--- config.mk ---
export PLATFORM = sky130hd
export DESIGN_NAME = msq_core
export DESIGN_NICKNAME = d
export VERILOG_FILES = /design/src/msq_pkg.sv /design/src/msq_core.sv
export SDC_FILE = /design/constraint.sdc
export NUM_CORES = 2
export LEC_CHECK = 0
export ABC_AREA = 0
export BUFFER_PORTS_ARGS = -buffer_cell sky130_fd_sc_hd__buf_2
export CELL_PAD_IN_SITES_DETAIL_PLACEMENT = 1
export CELL_PAD_IN_SITES_GLOBAL_PLACEMENT = 1
export CORE_MARGIN = 3
export CORE_UTILIZATION = 40
export CTS_BUF_LIST = sky130_fd_sc_hd__clkbuf_4 sky130_fd_sc_hd__clkbuf_8
export CTS_CLUSTER_SIZE = 30
export DETAILED_ROUTE_END_ITERATION = 7
export PLACE_DENSITY_LB_ADDON = 0.25
export RECOVER_POWER = 25
export SETUP_SLACK_MARGIN = 0.02
export SYNTH_ARGS = -nofsm -noshare
export SYNTH_HDL_FRONTEND = slang
export SYNTH_SLANG_ARGS = --single-unit
--- constraint.sdc ---
create_clock -name I_MCLK -period 14.1 [get_ports I_MCLK]
set_clock_uncertainty 0.05 [all_clocks]
set_input_delay 2.115 -clock I_MCLK [delete_from_list [all_inputs] [get_ports I_MCLK]]
set_output_delay 2.115 -clock I_MCLK [all_outputs]
set_load 0.03 [all_outputs]
--- src/msq_pkg.sv ---
package msq_pkg;
  // ***************************************************************
  // Program store and instruction layout
  // ***************************************************************
  localparam int ROM_AW = 14;
  localparam int ROM_DW = 24;
  localparam int REG_AW = 8;
  localparam int REG_DW = 8;
  localparam int CLASS_BIT = 23;
  localparam int REG1_LSB = 16;
  localparam int FUNC_LSB = 8;
  localparam int OPND_LSB = 0;
  localparam int BR_REG_LSB = 15;
  localparam int BR_REG_W = 8;
  localparam int BR_SENSE_BIT = 14;
  localparam int BR_SEL_LSB = 11;
  localparam int BR_ADDR_W = 11;
  localparam logic [ROM_AW-1:0] PC_RST = 14'h0000;
  localparam logic [ROM_DW-1:0] IR_RST = 24'h00_0000;
  localparam logic [REG_DW-1:0] BYTE_RST = 8'h00;
  localparam logic [15:0] DIST_RST = 16'h8000;
  // ***************************************************************
  // Timing
  // ***************************************************************
  localparam int CLK_NS = 10;
  localparam int CYCLE_NS = 500;
  localparam int PHASES = 4;
  localparam int PHASE_CYC = CYCLE_NS / (CLK_NS * PHASES);
  localparam int CYCLE_CLK = CYCLE_NS / CLK_NS;
  localparam int PHASE_CW = 6;
  localparam int IN_BASE = 16;
  localparam int IN_W = 16;
  localparam int OUT_W = 16;
  // ***************************************************************
  // ALU functions
  // ***************************************************************
  localparam logic [7:0] F_PASS = 8'h00;
  localparam logic [7:0] F_OR = 8'h01;
  localparam logic [7:0] F_AND = 8'h02;
  localparam logic [7:0] F_XOR = 8'h03;
  localparam logic [7:0] F_ADD = 8'h04;
  localparam logic [7:0] F_SUB = 8'h05;
  localparam logic [7:0] F_INC = 8'h06;
  localparam logic [7:0] F_DEC = 8'h07;
  localparam logic [7:0] F_LDI = 8'h08;
  typedef enum logic [1:0] {
    ST_FETCH = 2'b00,
    ST_READ1 = 2'b01,
    ST_READ2 = 2'b10,
    ST_EXEC = 2'b11
  } msq_state_t;
endpackage : msq_pkg

--- src/msq_core.sv ---
`timescale 1ns/1ns
`default_nettype none
module msq_core (
  input wire logic I_MCLK,
  input wire logic I_SYS_RST,
  input wire logic [23:0] I_ROM_DATA,
  input wire logic [15:0] I_SENSE_IN,
  input wire logic [7:0] I_SWITCH,
  input wire logic I_DISPLAY_KEY,
  input wire logic I_TACHO_A,
  input wire logic I_TACHO_B,
  output logic [13:0] O_ROM_ADDR,
  output logic [15:0] O_PORT_OUT,
  output logic [7:0] O_LED,
  output logic O_QUARTER_STEP_PULSE,
  output logic O_REVERSE_DIRECTION_FLAG,
  output logic [15:0] O_DISTANCE
);
  // ***************************************************************
  // Decode helpers
  // ***************************************************************
  function automatic logic is_branch(input logic [23:0] ir);
    is_branch = ir[msq_pkg::CLASS_BIT];
  endfunction : is_branch

  function automatic logic [7:0] alu(input logic [7:0] f, input logic [7:0] a,
                                     input logic [7:0] b);
    case (f)
      msq_pkg::F_PASS: alu = b;
      msq_pkg::F_OR: alu = a | b;
      msq_pkg::F_AND: alu = a & b;
      msq_pkg::F_XOR: alu = a ^ b;
      msq_pkg::F_ADD: alu = a + b;
      msq_pkg::F_SUB: alu = a - b;
      msq_pkg::F_INC: alu = a + 8'h01;
      msq_pkg::F_DEC: alu = a - 8'h01;
      default: alu = a;
    endcase
  endfunction : alu

  // ***************************************************************
  // Phase timer
  // ***************************************************************
  // Exec step absorbs the remainder so a cycle is exactly 500 ns
  logic [5:0] tick_ff, nxt_tick;
  logic step_en;
  logic cyc_end;
  always_comb begin
    cyc_end = (tick_ff == 6'(msq_pkg::CYCLE_CLK - 1));
    step_en = cyc_end || (tick_ff == 6'(msq_pkg::PHASE_CYC - 1))
      || (tick_ff == 6'(2 * msq_pkg::PHASE_CYC - 1))
      || (tick_ff == 6'(3 * msq_pkg::PHASE_CYC - 1));
    nxt_tick = cyc_end ? 6'h00 : tick_ff + 6'h01;
  end
  always_ff @(posedge I_MCLK) begin
    tick_ff <= I_SYS_RST ? 6'h00 : nxt_tick;
  end

  // ***************************************************************
  // Input synchronisers
  // ***************************************************************
  logic [19:0] s1_ff, s2_ff;
  logic [19:0] raw_in;
  logic key_d_ff;
  assign raw_in = {I_DISPLAY_KEY, I_TACHO_B, I_TACHO_A, 1'b0, I_SENSE_IN};
  always_ff @(posedge I_MCLK) begin
    if (I_SYS_RST) begin
      s1_ff <= 20'h0_0000;
      s2_ff <= 20'h0_0000;
      key_d_ff <= 1'b0;
    end else begin
      s1_ff <= {raw_in[19:17], 1'b0, raw_in[15:0]};
      s2_ff <= s1_ff;
      key_d_ff <= s2_ff[19];
    end
  end
  logic ta, tb;
  assign ta = s2_ff[17];
  assign tb = s2_ff[18];

  // ***************************************************************
  // Tacho decoder
  // ***************************************************************
  logic ta_d_ff, tb_d_ff, pulse_ff, rev_ff, nxt_pulse, nxt_rev;
  logic [15:0] dist_ff, nxt_dist;
  always_comb begin
    nxt_pulse = (ta ^ ta_d_ff) | (tb ^ tb_d_ff);
    nxt_rev = rev_ff;
    // An A edge that leaves A equal to B means B moved first: reverse
    if (ta ^ ta_d_ff) begin
      nxt_rev = (ta == tb);
    end else if (tb ^ tb_d_ff) begin
      nxt_rev = (ta != tb);
    end
    nxt_dist = dist_ff;
    if (nxt_pulse) begin
      nxt_dist = nxt_rev ? dist_ff - 16'h0001 : dist_ff + 16'h0001;
    end
  end
  always_ff @(posedge I_MCLK) begin
    if (I_SYS_RST) begin
      ta_d_ff <= 1'b0;
      tb_d_ff <= 1'b0;
      pulse_ff <= 1'b0;
      rev_ff <= 1'b0;
      dist_ff <= msq_pkg::DIST_RST;
    end else begin
      ta_d_ff <= ta;
      tb_d_ff <= tb;
      pulse_ff <= nxt_pulse;
      rev_ff <= nxt_rev;
      dist_ff <= nxt_dist;
    end
  end

  // ***************************************************************
  // External register space
  // ***************************************************************
  // Addresses 0-1 are output ports, 16-17 input ports, 18-19 distance
  logic [7:0] xreg_ff [256];
  logic [7:0] nxt_xreg [256];
  logic wr_en;
  logic [7:0] wr_addr, wr_data;

  function automatic logic [7:0] rd_byte(input logic [7:0] a, input logic [19:0] s,
                                         input logic [15:0] d, input logic [7:0] m);
    if (a == 8'h10) begin
      rd_byte = s[7:0];
    end else if (a == 8'h11) begin
      rd_byte = s[15:8];
    end else if (a == 8'h12) begin
      rd_byte = d[7:0];
    end else if (a == 8'h13) begin
      rd_byte = d[15:8];
    end else begin
      rd_byte = m;
    end
  endfunction : rd_byte

  genvar gi;
  generate
    for (gi = 0; gi < 256; gi++) begin : g_xreg
      always_comb begin
        nxt_xreg[gi] = (wr_en && wr_addr == 8'(gi)) ? wr_data : xreg_ff[gi];
      end
      always_ff @(posedge I_MCLK) begin
        xreg_ff[gi] <= I_SYS_RST ? msq_pkg::BYTE_RST : nxt_xreg[gi];
      end
    end
  endgenerate

  // ***************************************************************
  // Sequencer
  // ***************************************************************
  msq_pkg::msq_state_t st_ff, nxt_st;
  logic [13:0] pc_ff, nxt_pc;
  logic [23:0] ir_ff, nxt_ir;
  logic [7:0] op1_ff, op2_ff, nxt_op1, nxt_op2;
  logic [7:0] a1, a2, rd1, rd2;
  logic cond;
  always_comb begin
    a1 = is_branch(ir_ff) ? ir_ff[22:15] : ir_ff[23:16];
    a2 = ir_ff[7:0];
    rd1 = rd_byte(a1, s2_ff, dist_ff, xreg_ff[a1]);
    rd2 = rd_byte(a2, s2_ff, dist_ff, xreg_ff[a2]);
    cond = (op1_ff[ir_ff[13:11]] == ir_ff[msq_pkg::BR_SENSE_BIT]);
    nxt_st = st_ff;
    nxt_pc = pc_ff;
    nxt_ir = ir_ff;
    nxt_op1 = op1_ff;
    nxt_op2 = op2_ff;
    wr_en = 1'b0;
    wr_addr = a1;
    wr_data = alu(ir_ff[15:8], op1_ff, op2_ff);
    if (step_en) begin
      case (st_ff)
        msq_pkg::ST_FETCH: begin
          nxt_ir = I_ROM_DATA;
          nxt_st = msq_pkg::ST_READ1;
        end
        msq_pkg::ST_READ1: begin
          nxt_op1 = rd1;
          nxt_st = msq_pkg::ST_READ2;
        end
        msq_pkg::ST_READ2: begin
          if (!is_branch(ir_ff)) begin
            nxt_op2 = rd2;
          end
          nxt_st = msq_pkg::ST_EXEC;
        end
        msq_pkg::ST_EXEC: begin
          if (is_branch(ir_ff) && cond) begin
            nxt_pc = {pc_ff[13:11], ir_ff[10:0]};
          end else begin
            nxt_pc = pc_ff + 14'h0001;
          end
          wr_en = !is_branch(ir_ff);
          nxt_st = msq_pkg::ST_FETCH;
        end
        default: nxt_st = msq_pkg::ST_FETCH;
      endcase
    end
  end
  always_ff @(posedge I_MCLK) begin
    if (I_SYS_RST) begin
      st_ff <= msq_pkg::ST_FETCH;
      pc_ff <= msq_pkg::PC_RST;
      ir_ff <= msq_pkg::IR_RST;
      op1_ff <= msq_pkg::BYTE_RST;
      op2_ff <= msq_pkg::BYTE_RST;
    end else begin
      st_ff <= nxt_st;
      pc_ff <= nxt_pc;
      ir_ff <= nxt_ir;
      op1_ff <= nxt_op1;
      op2_ff <= nxt_op2;
    end
  end

  // ***************************************************************
  // Outputs
  // ***************************************************************
  // LED latches on the key's rising edge so a held key shows a stable byte
  logic [7:0] led_ff, nxt_led;
  logic [7:0] sw1_ff, sw2_ff;
  always_comb begin
    nxt_led = led_ff;
    if (s2_ff[19] && !key_d_ff) begin
      nxt_led = rd_byte(sw2_ff, s2_ff, dist_ff, xreg_ff[sw2_ff]);
    end
  end
  always_ff @(posedge I_MCLK) begin
    if (I_SYS_RST) begin
      sw1_ff <= 8'h00;
      sw2_ff <= 8'h00;
      led_ff <= 8'h00;
    end else begin
      sw1_ff <= I_SWITCH;
      sw2_ff <= sw1_ff;
      led_ff <= nxt_led;
    end
  end
  assign O_ROM_ADDR = pc_ff;
  assign O_PORT_OUT = {xreg_ff[1], xreg_ff[0]};
  assign O_LED = led_ff;
  assign O_QUARTER_STEP_PULSE = pulse_ff;
  assign O_REVERSE_DIRECTION_FLAG = rev_ff;
  assign O_DISTANCE = dist_ff;
endmodule : msq_core
`default_nettype wire

After elaboration in Yosys (flattened, before gate mapping) --
Memories as Yosys holds them, arrays and structs flattened. A register that Yosys moved wholly into a read port is not among the register bits. Cells that the tools add are included.
Word-level totals: flip-flop bits (word level) 147, memories kept 1, input port bits 53, output and inout port bits 56, RAM bits 2048, word-level logic and storage cells 1381
Memories:
- xreg_ff | words 256, width 8, rd ports 5, clocked after memory_dff 2, write ports 256, RTL line msq_core.sv:120 | logic [7:0] xreg_ff [256];
Cells by class: reduce and logical (&&, ||, !) cells 272, bitwise gates (word level) 8, add/sub/neg operators 8, order comparisons 1, equal/unequal tests 534, muxes and demuxes 538
Operators with widths (count):
- $mux 8 | 528
- $eq 8x8->1 const B | 128
- $eq 8x7->1 const B | 64
- $ne 2x2->1 const B | 254
- $logic_and 1x1->1 | 258
- $eq 8x6->1 const B | 32
- $eq 8x5->1 const B | 24
- $eq 8x3->1 const B | 8
- $eq 8x4->1 const B | 8
- $pmux 8 s8 | 1
- $eq 8x2->1 const B | 4
- $add 16x1->16 const B | 1
- $eq 8x1->1 const B | 2
- $logic_not 8->1 | 2
- $mux 16 | 1
- $sub 16x1->16 const B | 1
- $add 14x1->14 const B | 1
- $eq 6x6->1 const B | 2
- $mux 11 | 1
- $add 8x1->8 const B | 1
- $add 8x8->8 | 1
- $and 8x8->8 | 1
- $or 8x8->8 | 1
- $pmux 2 s4 | 1
- other kinds (22) | 36

Logic depth before layout (Yosys ltp) --
depth in word-level cells 8, mapped depth 18, gate-level depth less buffers 16

Worst setup path before layout --
Ideal clock, no wire load.
kind input -> register, start point input port I_SYS_RST, end point memory xreg_ff[100][3], data pin, arrival time 8.780 ns, library setup time 1.382 ns, required time 12.668 ns, cell stages on the path 5, buffers on the path 4, path slack 3.888 ns, cell sequence clkbuf_1 clkbuf_1 clkbuf_1 clkbuf_1 nor2_1
RTL lines:
- from (decl) | RTL line msq_core.sv:5 | input wire logic I_SYS_RST,
- to (decl) | RTL line msq_core.sv:120

==> qor.csv <==
stage,metric,value,unit
status,status,"finished, violations left",
status,violations,"capacitance limit, slew limit",
critical_path,worstSetupPathType,primary input to flop,
critical_path,worstPathRequired,14.60,ns
routing,dr.pass1.iters,6,
floorplanning,io_pins,109,
power,ir_worst_vdd,70.0,uV
timing,rsz0062_at_grt,no,
routing,viasPerCell,7.03,
logic_synthesis,synth_edf_count,2032,
clock_tree,cts_tree,built,
layout,drive_gt1_share,34.0,%
critical_path,cp-end-kind,flop,
timing,fin_crit,9.27,ns
routing,wl_met2,210000,um
logic_synthesis,async_flop_share,0,%
floorplanning,start_util,40.3,%
critical_path,crit_start,I_SYS_RST,
power,switching_share,24.7,%
power,p_clk_share,41.8,%
timing,fin_hold_ws,0.387,ns
clock_tree,clk_latency,1.10,ns
timing,fmax,108,MHz
critical_path,reg2reg_to,op1_ff[4],
routing,final_antenna_net_count,0,
timing,setup_viol,0,
power,power_frac_seq,51.1,%
power,power,14.8,mW
global_route,grt_start_max_net_pins,255,
clock_tree,cts_made_buffers,384,
layout,final_area,134000,um^2
timing,finalSetupTns,0,ns
timing,hold_viol_final,0,
worst_hold_path,min_path_type,flop to flop,
clock_tree,postCtsSetupRepairBufs,0,
critical_path,crit_fanout,79,
logic_synthesis,synth_fp_nets,7507,
floorplanning,num_rows,201,
floorplanning,die_y,556,um
logic_synthesis,yosysWarnings,0,
run,max_cap_violations,19,
clock_tree,clockBufferDepth,4,
logic_synthesis,synth.top_cell.area_share,50.4,%
logic_synthesis,synth_cell_types,72,
layout,final_nets,7494,
critical_path,worstReg2RegStart,ir_ff[23],
logic_synthesis,synth-seq-cells,2201,
power,cellPowerDensity,110,nW/um^2
logic_synthesis,synth_ff_type,edfxtp_1,
global_route,antenna_found_initial,33,
clock_tree,holdBufCountCts,0,
clock_tree,htree_levels,5,
routing,wl_met1,175000,um
routing,highest_layer,met5,
logic_synthesis,synth_most_common_cell,edfxtp_1,
logic_synthesis,synth_top_cells_by_area,"edfxtp_1 50%, mux4_2 27%, mux2i_1 5.8%",
logic_synthesis,netlist_area,121000,um^2
routing,drc,0,
timing,relSlewSlack,-207,%
placed_design,port_buffers,108,
critical_path,r2r_cells,12,
global_route,grtUsageTotal,30.2,%
layout,areaGrowthSynthToFinish,10.8,%
critical_path,worstPathArrival,9.77,ns
clock_tree,path_clk_slew,0.06,ns
power,p_sw,3.64,mW
timing,min_period_over_period,65.7,%
power,leakage,41.3,nW
global_route,grt_pass1_wl,661000,um
layout,nFillCells,28765,
routing,wl_per_cell,40.7,um
critical_path,rrSetupSlack,6.93,ns
placed_design,routabilityCongestion,0.939,
routing,route.met3.wl,58600,um
global_route,grt_pass1_vias,81974,
critical_path,critPathLaunchType,primary input,
global_route,overflow,0,
timing,tightest_slew,4.60,ns
critical_path,setup.worst_path.end,xreg_ff[228][5],
floorplanning,fp.dieW,556,um
logic_synthesis,yosysSeqAreaShare,53.2,%
routing,drtIter0Drc,11940,
floorplanning,core_area,301000,um^2
placed_design,placed_area,126000,um^2
power,intPower,11.1,mW
logic_synthesis,syn_avg_cell_area,16.3,um^2
routing,routed_wl,476000,um
logic_synthesis,yosysTopAreaCell,edfxtp_1,
clock_tree,cts_sinks,2201,
placed_design,hpwl,298000,um
clock_tree,cts_root_buffer,clkbuf_8,
clock_tree,ctsResizeCount,0,
timing,drv_slew,907,
floorplanning,fp.dieArea,309000,um^2
logic_synthesis,ys_top_cells_by_count,"2032 x edfxtp_1, 1465 x mux4_2, 705 x mux2i_1, 485 x clkbuf_1, 398 x nand2_1",
power,combPwrFrac,7.1,%
logic_synthesis,syn-instance-count,7406,
routing,vias,82231,
## worst max-delay path: stages
cell and delay [ns]:
clkbuf_1 2.22, clkbuf_1 1.88, clkbuf_1 3.31
## worst min-delay path by stage
stage / startpoint / endpoint / slack [ns] / cells past startpoint
after floorplan: s1_ff[0] / s2_ff[0] / 0.36 / 1
after global placement: s1_ff[12] / s2_ff[12] / 0.38 / 1
after detailed placement: s1_ff[4] / s2_ff[4] / 0.39 / 1
after CTS: s1_ff[19] / s2_ff[19] / 0.39 / 1
after global routing: s1_ff[19] / s2_ff[19] / 0.40 / 1
final: s1_ff[19] / s2_ff[19] / 0.39 / 1
## power groups by stage
stage	registers, mW	logic, mW	clock network, mW
4_1_cts	7.52	1.04	6.26
3_5_place_dp	7.65	1.03	0
3_3_place_gp	7.62	1.02	0
5_1_grt	7.56	1.08	6.55
2_1_floorplan	7.58	0.650	0
6_report	7.53	1.05	6.17
## cell type report
class                   instances  area, um^2  share of cell area [%]
diodes                         31        77.6                  0.0579
clock buffers                 531        6520                    4.86
clock inverters               162        1270                   0.944
inverters                      35         138                   0.103
multi-input cells            4372       53800                    40.1
flip-flops and latches       2201       64400                    48.1
well taps                    3958        4950                    3.69
repair buffers                399        2920                    2.18
## sequential cells by signal, indices dropped and copies added (netlist names), 2 cells and up, named ones only
name	flops
xreg_ff	2048
s2_ff	19
op1_ff	8
O_DISTANCE	16
sw1_ff	8
s1_ff	19
tick_ff	6
O_LED	8
op2_ff	8
sw2_ff	8
O_ROM_ADDR	14
ir_ff	24
st_ff	2
## layout by cell type (no fill, tap or decap), types with 32 or more instances in the layout
| cell | synthesis | layout |
|---|---|---|
| dfxtp_1 | 169 | 156 |
| a21oi_1 | 289 | 288 |
| nor2b_1 | 75 | 72 |
| buf_4 | 53 | 241 |
| clkbuf_8 | 0 | 405 |
| edfxtp_1 | 2032 | 2032 |
| mux2i_1 | 705 | 703 |
| nand2_1 | 398 | 394 |
| buf_2 | 148 | 105 |
| nor3_1 | 41 | 40 |
| o22ai_1 | 348 | 348 |
| o21ai_0 | 183 | 166 |
| clkinv_1 | 2 | 74 |
| nand3_1 | 44 | 42 |
| a211oi_1 | 33 | 32 |
| nor2_1 | 137 | 125 |
| nor4_1 | 86 | 79 |
| ha_1 | 46 | 46 |
| clkbuf_4 | 0 | 126 |
| clkinv_2 | 0 | 51 |
| a22oi_1 | 137 | 137 |
| mux2_2 | 35 | 34 |
| mux4_2 | 1465 | 1465 |
## metrics by stage
| step | instances | util (%) | setup WS, ns |
|---|---|---|---|
| 5_1_grt | 11668 | 44.6 | 4.18 |
| 4_1_cts | 11657 | 44.6 | 7.13 |
| 3_3_place_gp | 10960 | 42.0 | 7.33 |
| 3_5_place_dp | 10964 | 42.0 | 7.18 |
| 6_report | 11689 | 44.6 | 4.83 |
| 2_1_floorplan | 7406 | - | 3.89 |
## metal layers
layer | track usage, % | up-vias
li1 | - | 31407
met1 | 39.3 | 43882
met4 | 17.3 | 10
met5 | 0 | -
met2 | 44.6 | 5621
met3 | 9.78 | 1311
## cell families (layout without fill, tap and decap cells)
kind of cell | after synthesis | in the layout | share of synthesized area [%]
multiplexers | 2206 | 2206 | 33.4
flip-flops | 2201 | 2201 | 53.2
buffers and inverters | 833 | 1127 | 3.02
other | 0 | 31 | 0
XOR/XNOR | 32 | 32 | 0.232
AO/OA/AOI/OAI | 1195 | 1195 | 6.14
adder cells (fa/ha/maj) | 48 | 48 | 0.508
AND/OR/NAND/NOR | 891 | 891 | 3.47
(Power assumes the default switching activity.)
